==> src/common/pll_regs_pkg.sv <==
package pll_regs_pkg;
  // Configuration offsets, dword aligned byte addresses
  localparam logic [7:0] OFS_SUBSYS = 8'h2c;
  localparam logic [7:0] OFS_CAP_PTR = 8'h34;
  localparam logic [7:0] OFS_HOST_PLL_CC = 8'hc0;
  // Byte lanes inside the subsystem dword
  localparam int LANE_VENDOR_LO = 0;
  localparam int LANE_VENDOR_HI = 1;
  localparam int LANE_IDENT = 2;
  // Byte lanes inside the clock control dword
  localparam int LANE_CC_LO = 0;
  localparam int LANE_CC_HI = 1;
  // Field layout
  localparam int VENDOR_W = 16;
  localparam int IDENT_W = 8;
  localparam int IDENT_LSB = 16;
  localparam int CC_CFG_LSB = 0;
  localparam int CC_CFG_W = 2;
  localparam int CC_STRAP_BIT = 2;
  localparam int CC_PHASE_BIT = 9;
  localparam int CC_VCO_BIT = 10;
  localparam int STRAP_W = 3;
  // Reset values
  localparam logic [15:0] VENDOR_RST = 16'h0000;
  localparam logic [7:0] IDENT_RST = 8'h00;
  localparam logic [7:0] CAP_PTR_VAL = 8'h00;
  localparam logic [1:0] CC_CFG_RST = 2'h0;
  localparam logic [2:0] STRAP_RST = 3'h0;
  // Strap patterns: 266 MHz memory / 200 MHz core, 333 MHz memory / 250 MHz core
  localparam logic [2:0] STRAP_MEM266_CORE200 = 3'h0;
  localparam logic [2:0] STRAP_MEM333_CORE250 = 3'h7;
  // Cycles after reset release before the synchronised straps are valid
  localparam logic [1:0] STRAP_SETTLE = 2'h2;
endpackage

==> src/common/wonce_if.sv <==
`timescale 1ns/100ps
interface wonce_if #(parameter int W = 8);
  logic wr;
  logic [W-1:0] wdata;
  logic [W-1:0] value;
  logic locked;
  modport field (input wr, input wdata, output value, output locked);
  modport user (output wr, output wdata, input value, input locked);
endinterface

==> src/design/subsys_id_pll_ctrl_regs.sv <==
`timescale 1ns/100ps
module subsys_id_pll_ctrl_regs (
  // Clock and reset
  input wire logic i_clk,
  input wire logic i_rstn,
  // Configuration access
  input wire logic i_cfg_rd,
  input wire logic i_cfg_wr,
  input wire logic [7:0] i_cfg_addr,
  input wire logic [3:0] i_cfg_be,
  input wire logic [31:0] i_cfg_wdata,
  output logic o_cfg_ack,
  output logic [31:0] o_cfg_rdata,
  // Strap pins
  input wire logic [2:0] i_strap,
  // Host PLL controls
  output logic [1:0] o_host_pll_cfg,
  output logic o_phase_reset,
  output logic o_vco_change_start
);
  wonce_if #(.W(pll_regs_pkg::VENDOR_W)) vendor_bus ();
  wonce_if #(.W(pll_regs_pkg::IDENT_W)) ident_bus ();

  logic [2:0] strap_s1_q;
  logic [2:0] strap_s2_q;
  logic [2:0] strap_lat_q;
  logic [1:0] settle_q;
  logic strap_done_q;
  logic [1:0] cfg_q;
  logic [1:0] cfg_d;
  logic phase_q;
  logic phase_d;
  logic vco_q;
  logic vco_d;
  logic vco_start_q;
  logic ack_q;
  logic [31:0] rdata_q;

  // Address decode
  wire hit_subsys_w = i_cfg_addr == pll_regs_pkg::OFS_SUBSYS;
  wire hit_cap_w = i_cfg_addr == pll_regs_pkg::OFS_CAP_PTR;
  wire hit_cc_w = i_cfg_addr == pll_regs_pkg::OFS_HOST_PLL_CC;
  wire wr_sub_w = i_cfg_wr & hit_subsys_w;
  wire wr_cc_lo_w = i_cfg_wr & hit_cc_w & i_cfg_be[pll_regs_pkg::LANE_CC_LO];
  wire wr_cc_hi_w = i_cfg_wr & hit_cc_w & i_cfg_be[pll_regs_pkg::LANE_CC_HI];
  wire strap_take_w = ~strap_done_q & (settle_q == pll_regs_pkg::STRAP_SETTLE);

  // Write-once fields, byte lanes merged over the current value
  wire [7:0] ven_lo_w = i_cfg_be[pll_regs_pkg::LANE_VENDOR_LO] ?
    i_cfg_wdata[7:0] : vendor_bus.value[7:0];
  wire [7:0] ven_hi_w = i_cfg_be[pll_regs_pkg::LANE_VENDOR_HI] ?
    i_cfg_wdata[15:8] : vendor_bus.value[15:8];
  assign vendor_bus.wr = wr_sub_w & (i_cfg_be[pll_regs_pkg::LANE_VENDOR_LO] |
    i_cfg_be[pll_regs_pkg::LANE_VENDOR_HI]);
  assign vendor_bus.wdata = {ven_hi_w, ven_lo_w};
  assign ident_bus.wr = wr_sub_w & i_cfg_be[pll_regs_pkg::LANE_IDENT];
  assign ident_bus.wdata = i_cfg_wdata[pll_regs_pkg::IDENT_LSB +: pll_regs_pkg::IDENT_W];

  wonce_field #(.W(pll_regs_pkg::VENDOR_W), .RST(pll_regs_pkg::VENDOR_RST)) u_vendor (
    .i_clk(i_clk),
    .i_rstn(i_rstn),
    .bus(vendor_bus)
  );

  wonce_field #(.W(pll_regs_pkg::IDENT_W), .RST(pll_regs_pkg::IDENT_RST)) u_ident (
    .i_clk(i_clk),
    .i_rstn(i_rstn),
    .bus(ident_bus)
  );

  // Clock control next values
  wire [1:0] cfg_wr_w = i_cfg_wdata[pll_regs_pkg::CC_CFG_LSB +: pll_regs_pkg::CC_CFG_W];
  wire phase_wr_w = i_cfg_wdata[pll_regs_pkg::CC_PHASE_BIT];
  wire vco_wr_w = i_cfg_wdata[pll_regs_pkg::CC_VCO_BIT];
  // Only a 0 to 1 change of the stored bit restarts the sequence
  wire vco_rise_w = wr_cc_hi_w & vco_wr_w & ~vco_q;

  always_comb begin
    cfg_d = cfg_q;
    if (wr_cc_lo_w) begin
      cfg_d = cfg_wr_w;
    end else if (strap_take_w) begin
      cfg_d = strap_s2_q[1:0];
    end
  end

  assign phase_d = wr_cc_hi_w ? phase_wr_w : phase_q;
  assign vco_d = wr_cc_hi_w ? vco_wr_w : vco_q;

  // Read mux
  wire [31:0] rd_sub_w = {8'h00, ident_bus.value, vendor_bus.value};
  wire [31:0] rd_cap_w = {24'h000000, pll_regs_pkg::CAP_PTR_VAL};
  wire [31:0] rd_cc_w = {21'h000000, vco_q, phase_q, 6'h00, strap_lat_q[pll_regs_pkg::CC_STRAP_BIT],
    cfg_q};
  wire [31:0] rd_mux_w = hit_subsys_w ? rd_sub_w :
    hit_cap_w ? rd_cap_w :
    hit_cc_w ? rd_cc_w : 32'h00000000;

  // Strap synchroniser and one-time capture after reset release
  always_ff @(posedge i_clk) begin
    if (!i_rstn) begin
      strap_s1_q <= pll_regs_pkg::STRAP_RST;
      strap_s2_q <= pll_regs_pkg::STRAP_RST;
    end else begin
      strap_s1_q <= i_strap;
      strap_s2_q <= strap_s1_q;
    end
  end

  always_ff @(posedge i_clk) begin
    if (!i_rstn) begin
      settle_q <= 2'h0;
      strap_done_q <= 1'b0;
      strap_lat_q <= pll_regs_pkg::STRAP_RST;
    end else if (!strap_done_q) begin
      settle_q <= settle_q + 2'h1;
      if (strap_take_w) begin
        strap_done_q <= 1'b1;
        strap_lat_q <= strap_s2_q;
      end
    end
  end

  always_ff @(posedge i_clk) begin
    if (!i_rstn) begin
      cfg_q <= pll_regs_pkg::CC_CFG_RST;
      phase_q <= 1'b0;
      vco_q <= 1'b0;
      vco_start_q <= 1'b0;
    end else begin
      cfg_q <= cfg_d;
      phase_q <= phase_d;
      vco_q <= vco_d;
      vco_start_q <= vco_rise_w;
    end
  end

  always_ff @(posedge i_clk) begin
    if (!i_rstn) begin
      ack_q <= 1'b0;
      rdata_q <= 32'h00000000;
    end else begin
      ack_q <= i_cfg_rd | i_cfg_wr;
      rdata_q <= i_cfg_rd ? rd_mux_w : 32'h00000000;
    end
  end

  assign o_cfg_ack = ack_q;
  assign o_cfg_rdata = rdata_q;
  assign o_host_pll_cfg = cfg_q;
  assign o_phase_reset = phase_q;
  assign o_vco_change_start = vco_start_q;

  vendor_locked_a: assert property (@(posedge i_clk) disable iff (!i_rstn)
    vendor_bus.locked && wr_sub_w |=> vendor_bus.value == $past(vendor_bus.value))
    else $error("vendor field written after lock");
  vendor_reset_a: assert property (@(posedge i_clk)
    !i_rstn |=> vendor_bus.value == pll_regs_pkg::VENDOR_RST)
    else $error("vendor field not zero after reset");
  vendor_read_a: assert property (@(posedge i_clk) disable iff (!i_rstn)
    i_cfg_rd && hit_subsys_w |=>
      o_cfg_rdata[pll_regs_pkg::VENDOR_W-1:0] == $past(vendor_bus.value))
    else $error("vendor field read back wrong");
  ident_locked_a: assert property (@(posedge i_clk) disable iff (!i_rstn)
    ident_bus.locked && ident_bus.wr |=> ident_bus.value == $past(ident_bus.value))
    else $error("ident field written after lock");
  ident_read_a: assert property (@(posedge i_clk) disable iff (!i_rstn)
    i_cfg_rd && hit_subsys_w |=>
      o_cfg_rdata[pll_regs_pkg::IDENT_LSB +: pll_regs_pkg::IDENT_W] == $past(ident_bus.value))
    else $error("ident field read back wrong");
  cap_zero_a: assert property (@(posedge i_clk) disable iff (!i_rstn)
    i_cfg_rd && hit_cap_w |=> o_cfg_ack && o_cfg_rdata == 32'h00000000)
    else $error("capability pointer not zero");
  phase_follow_a: assert property (@(posedge i_clk) disable iff (!i_rstn)
    wr_cc_hi_w |=> o_phase_reset == $past(phase_wr_w))
    else $error("phase reset does not follow bit 9");
  phase_reset_a: assert property (@(posedge i_clk)
    !i_rstn |=> !o_phase_reset)
    else $error("phase reset active after reset");
  phase_hold_a: assert property (@(posedge i_clk) disable iff (!i_rstn)
    !wr_cc_hi_w |=> $stable(o_phase_reset))
    else $error("phase reset changed without a write");
  cfg_write_a: assert property (@(posedge i_clk) disable iff (!i_rstn)
    wr_cc_lo_w |=> o_host_pll_cfg == $past(cfg_wr_w))
    else $error("clock configuration write lost");
  cfg_hold_a: assert property (@(posedge i_clk) disable iff (!i_rstn)
    !wr_cc_lo_w && !strap_take_w |=> $stable(o_host_pll_cfg))
    else $error("clock configuration changed without a write");
  strap_show_a: assert property (@(posedge i_clk) disable iff (!i_rstn)
    strap_take_w && !wr_cc_lo_w |=> o_host_pll_cfg == $past(strap_s2_q[1:0]))
    else $error("strap pattern not reported");
  strap_keep_a: assert property (@(posedge i_clk) disable iff (!i_rstn)
    strap_done_q |=> $stable(strap_lat_q))
    else $error("captured strap pattern changed");
  cc_read_a: assert property (@(posedge i_clk) disable iff (!i_rstn)
    i_cfg_rd && hit_cc_w |=> o_cfg_rdata[pll_regs_pkg::CC_STRAP_BIT] ==
      $past(strap_lat_q[pll_regs_pkg::CC_STRAP_BIT]))
    else $error("strap bit not reported in clock control");
  vco_pulse_a: assert property (@(posedge i_clk) disable iff (!i_rstn)
    o_vco_change_start |-> vco_q && !$past(vco_q) ##1 !o_vco_change_start)
    else $error("VCO start pulse without clear-then-set");
  vco_start_a: assert property (@(posedge i_clk) disable iff (!i_rstn)
    wr_cc_hi_w && vco_wr_w && !vco_q |=> o_vco_change_start)
    else $error("VCO start pulse missing after clear-then-set");
  vco_quiet_a: assert property (@(posedge i_clk) disable iff (!i_rstn)
    !wr_cc_hi_w |=> !o_vco_change_start)
    else $error("VCO start pulse without a write");

  vendor_lock_c: cover property (@(posedge i_clk) disable iff (!i_rstn)
    vendor_bus.wr && !vendor_bus.locked ##[1:8] vendor_bus.wr && vendor_bus.locked);
  vco_restart_c: cover property (@(posedge i_clk) disable iff (!i_rstn)
    o_vco_change_start ##[1:20] o_vco_change_start);
  strap_high_c: cover property (@(posedge i_clk) disable iff (!i_rstn)
    strap_take_w && strap_s2_q == pll_regs_pkg::STRAP_MEM333_CORE250);
  strap_low_c: cover property (@(posedge i_clk) disable iff (!i_rstn)
    strap_take_w && strap_s2_q == pll_regs_pkg::STRAP_MEM266_CORE200);
endmodule

==> src/design/wonce_field.sv <==
`timescale 1ns/100ps
module wonce_field #(
  parameter int W = 8,
  parameter logic [W-1:0] RST = '0
) (
  // Clock and reset
  input wire logic i_clk,
  input wire logic i_rstn,
  // Field access
  wonce_if.field bus
);
  logic [W-1:0] value_q;
  logic locked_q;
  wire take_w = bus.wr & ~locked_q;

  always_ff @(posedge i_clk) begin
    if (!i_rstn) begin
      value_q <= RST;
      locked_q <= 1'b0;
    end else if (take_w) begin
      value_q <= bus.wdata;
      locked_q <= 1'b1;
    end
  end

  assign bus.value = value_q;
  assign bus.locked = locked_q;

  field_frozen_a: assert property (@(posedge i_clk) disable iff (!i_rstn)
    locked_q |=> value_q == $past(value_q))
    else $error("write-once field changed after lock");
  relock_reset_a: assert property (@(posedge i_clk)
    !i_rstn |=> !locked_q && value_q == RST)
    else $error("reset did not reopen write-once field");
  first_take_a: assert property (@(posedge i_clk) disable iff (!i_rstn)
    bus.wr && !locked_q |=> locked_q && value_q == $past(bus.wdata))
    else $error("first write not taken");
endmodule

==> config.mk <==
export PLATFORM = sky130hd
export DESIGN_NAME = subsys_id_pll_ctrl_regs
export DESIGN_NICKNAME = d
export VERILOG_FILES = /design/src/common/pll_regs_pkg.sv /design/src/common/wonce_if.sv /design/src/design/subsys_id_pll_ctrl_regs.sv /design/src/design/wonce_field.sv
export SDC_FILE = /design/constraint.sdc
export NUM_CORES = 1
export LEC_CHECK = 0
export ABC_AREA = 1
export BUFFER_PORTS_ARGS = -buffer_cell sky130_fd_sc_hd__buf_4
export CAP_MARGIN = 20
export CORE_ASPECT_RATIO = 0.9
export CORE_MARGIN = 5
export CORE_UTILIZATION = 50
export DETAILED_ROUTE_END_ITERATION = 8
export HOLD_SLACK_MARGIN = 0.03
export PLACE_DENSITY = 0.76
export SLEW_MARGIN = 40
export SYNTH_ARGS = -nofsm -noshare
export SYNTH_HDL_FRONTEND = slang
export SYNTH_HIERARCHICAL = 1
export SYNTH_SLANG_ARGS = --single-unit
==> constraint.sdc <==
create_clock -name i_clk -period 1.41 [get_ports i_clk]
set_input_delay 0.0705 -clock i_clk [delete_from_list [all_inputs] [get_ports i_clk]]
set_output_delay 0.0705 -clock i_clk [all_outputs]
set_load 0.05 [all_outputs]
==> metrics <==
status finished, final reports clean; DRT iter0 DRCs 118; worst hold margin 0.0448 ns; Synth cell types 24; Layout area overhead 34.0%; Final Util 69.1%; clk slew on worst S/H paths 0.07 ns; Avg WL per Cell 11.5 um; critical path capture point type flop; vias in the first global route 2,351; total grt overflow 0; met3 Use GR 7.33%; Worst VDD drop 0.00102 V; Initial Util 51.5%; Die ar. 7030 um2; Die Y 80.0 um; critical path peak fanout 30; CTS tree done; H-tree depth 3; critical path class primary input to flop; leakage power 1.69 nW; CTS Sinks 66; antenna cells 0; Total GRT Usage 18.1%; antenna violations before repair 0; Max clock buf depth 2; Vias 2,463; Core Region 5290 um2; final period utilization 91.7%; Post-Syn Area 2720 um2; Residual DRC 0; first-pass GRT wire length 9.84 mm; CTS root buffer clkbuf_8; fmax 0.773 GHz; met2 Use GR 32.1%; Yosys warning total 6; CP arrival 1.54 ns; layout cells sized above 1 24.2%; Core Rows 25; Slowest cell on crit path dlygate4sd3_1; crit start category primary input; Die Width 87.8 um; # IOs 88; RSZ-0062 raised after global routing no; clk_lat worst skew 0.34 ns; largest net degree at the start of global routing 31; Final Hold Violating Endpoints 0; Cell Chain, Critical Path dlygate4sd3_1, buf_4, buf_4, inv_1, o21ai_0; Synth Area per Inst 7.28 um2; hpwl dp 4.32 mm; worst-case clock skew 0.00441 ns; Cells after Synth 374; most frequent cells in the layout 83 x buf_4, 75 x nor2_1, 66 x dfxtp_1; Final setup viols 0; postcts setup bufs 0; fin. max-slew vios 0; fin crit period 1.29 ns; Most Crowded Layer GR met2; total iterations of the first detailed-routing run 4; number of nets in the layout 513; sequential share of the synthesized area 48.5%; Via density 4.62; HP Class primary input to flop; CP max stage delay 0.55 ns; Pwr Density 1180 nW/um2; total CTS buffers 9; Total Power 4.29 mW; post-route ant nets 0; critical path required time 1.66 ns; Routed WL 6.11 mm; grt met1 use 19.6%; Synth Register Bits 66; Max Cap Viol 0; commonest non-fill, non-tap cell in the layout buf_4; IO Port Bufs 70; gpl congestion 0.883; Crit path top cell by count buf_4
==> cell usage after synthesis <==
| master | number | area share (%) |
|---|---|---|
| nor2_1 | 75 | 10 |
| dfxtp_1 | 66 | 49 |
| inv_1 | 64 | 8.8 |
| nand2_1 | 60 | 8.3 |
| nand3_1 | 32 | 5.9 |
| o21ai_0 | 20 | 3.7 |
| a21oi_1 | 8 | 1.5 |
| buf_4 | 8 | 2.2 |
| buf_2 | 6 | 1.1 |
| buf_6 | 6 | 2.5 |
| nand4_1 | 6 | 1.4 |
| clkbuf_1 | 4 | 0.55 |
| inv_2 | 3 | 0.41 |
| nor2_4 | 3 | 1.2 |
| nor2_2 | 2 | 0.46 |
| nor3_1 | 2 | 0.37 |
| o21a_1 | 2 | 0.55 |
| conb_1 | 1 | 0.14 |
| ha_1 | 1 | 0.46 |
| mux2_2 | 1 | 0.41 |
| nand2_2 | 1 | 0.23 |
| nor3b_1 | 1 | 0.28 |
| nor3b_2 | 1 | 0.46 |
| o21ai_2 | 1 | 0.32 |
==> flip-flops by register name, summed over array words and instances (netlist names), 2 cells and up <==
register,count
o_cfg_rdata,24
o_host_pll_cfg,2
settle_q,2
strap_s1_q,3
strap_s2_q,3
u_ident/bus.value,8
u_vendor/bus.value,16
==> stage by stage <==
step                area [um2]  setup WS [ns]  TNS [ns]  std cells
finish                    3650          0.117         0        533
global route              3650         0.0244         0        533
CTS                       3650          0.172         0        533
detailed placement        3310        -0.0580    -0.485        508
global placement          3310       -0.00106  -0.00106        508
floorplan                 2750          0.131         0        381
==> timing repair <==
item | 4_1_cts | 5_1_grt
gates resized for setup | 0 | 0
hold buffers | 9 | 0
hold endpoints to repair | 8 | 0
==> critical path, delay by kind of cell <==
kind,cells,cell delay [ns]
buf+inv,4,1.23
compound gates,1,0.23
==> kinds of logic (layout without fill, tap and decap cells) <==
| family | Yosys count | count (layout) | share of synthesized area [%] |
|---|---|---|---|
| compound gates | 31 | 31 | 6.02 |
| buf+inv | 91 | 176 | 15.6 |
| other cells | 1 | 8 | 0.138 |
| mux | 1 | 1 | 0.413 |
| flops | 66 | 66 | 48.5 |
| fa+ha+maj | 1 | 1 | 0.459 |
| simple gates | 183 | 183 | 28.9 |
==> where the power goes <==
group,switching [mW],internal (mW),total [mW]
combinational,0.231,0.166,0.397
clock,0.694,1.26,1.96
sequential,0.0247,1.91,1.94
total,0.950,3.34,4.29
==> per-layer routing <==
layer / vias to the layer above / wire length [um]
met4: 0 / 59
li1: 1293 / -
met1: 1101 / 2540
met5: - / 0
met3: 9 / 423
met2: 60 / 3090
==> final cells by class <==
type | count | area (um2)
tap | 67 | 83.8
inverter | 67 | 251
clock inverter | 5 | 100
multi-input combinational | 224 | 1010
fill | 452 | 1640
sequential | 66 | 1320
clock buffer | 11 | 151
timing repair buffer | 93 | 733
==> path summary, 6_finish.rpt <==
check / slack, ns / from / cells after the start / endpoint
setup / recovery: 0.12 / i_rstn / 5 / o_cfg_ack$_SDFF_PN0_
hold / removal: 0.04 / i_cfg_wdata[10] / 3 / o_vco_change_start$_SDFF_PN0_
setup reg to reg: 0.22 / settle_q[0]$_SDFFE_PN0N_ / 8 / o_host_pll_cfg[1]$_SDFFE_PN0P_
hold reg to reg: 0.41 / strap_s1_q[0]$_SDFF_PN0_ / 2 / strap_s2_q[0]$_SDFF_PN0_
Note: power is estimated with default switching activity, not from simulation.
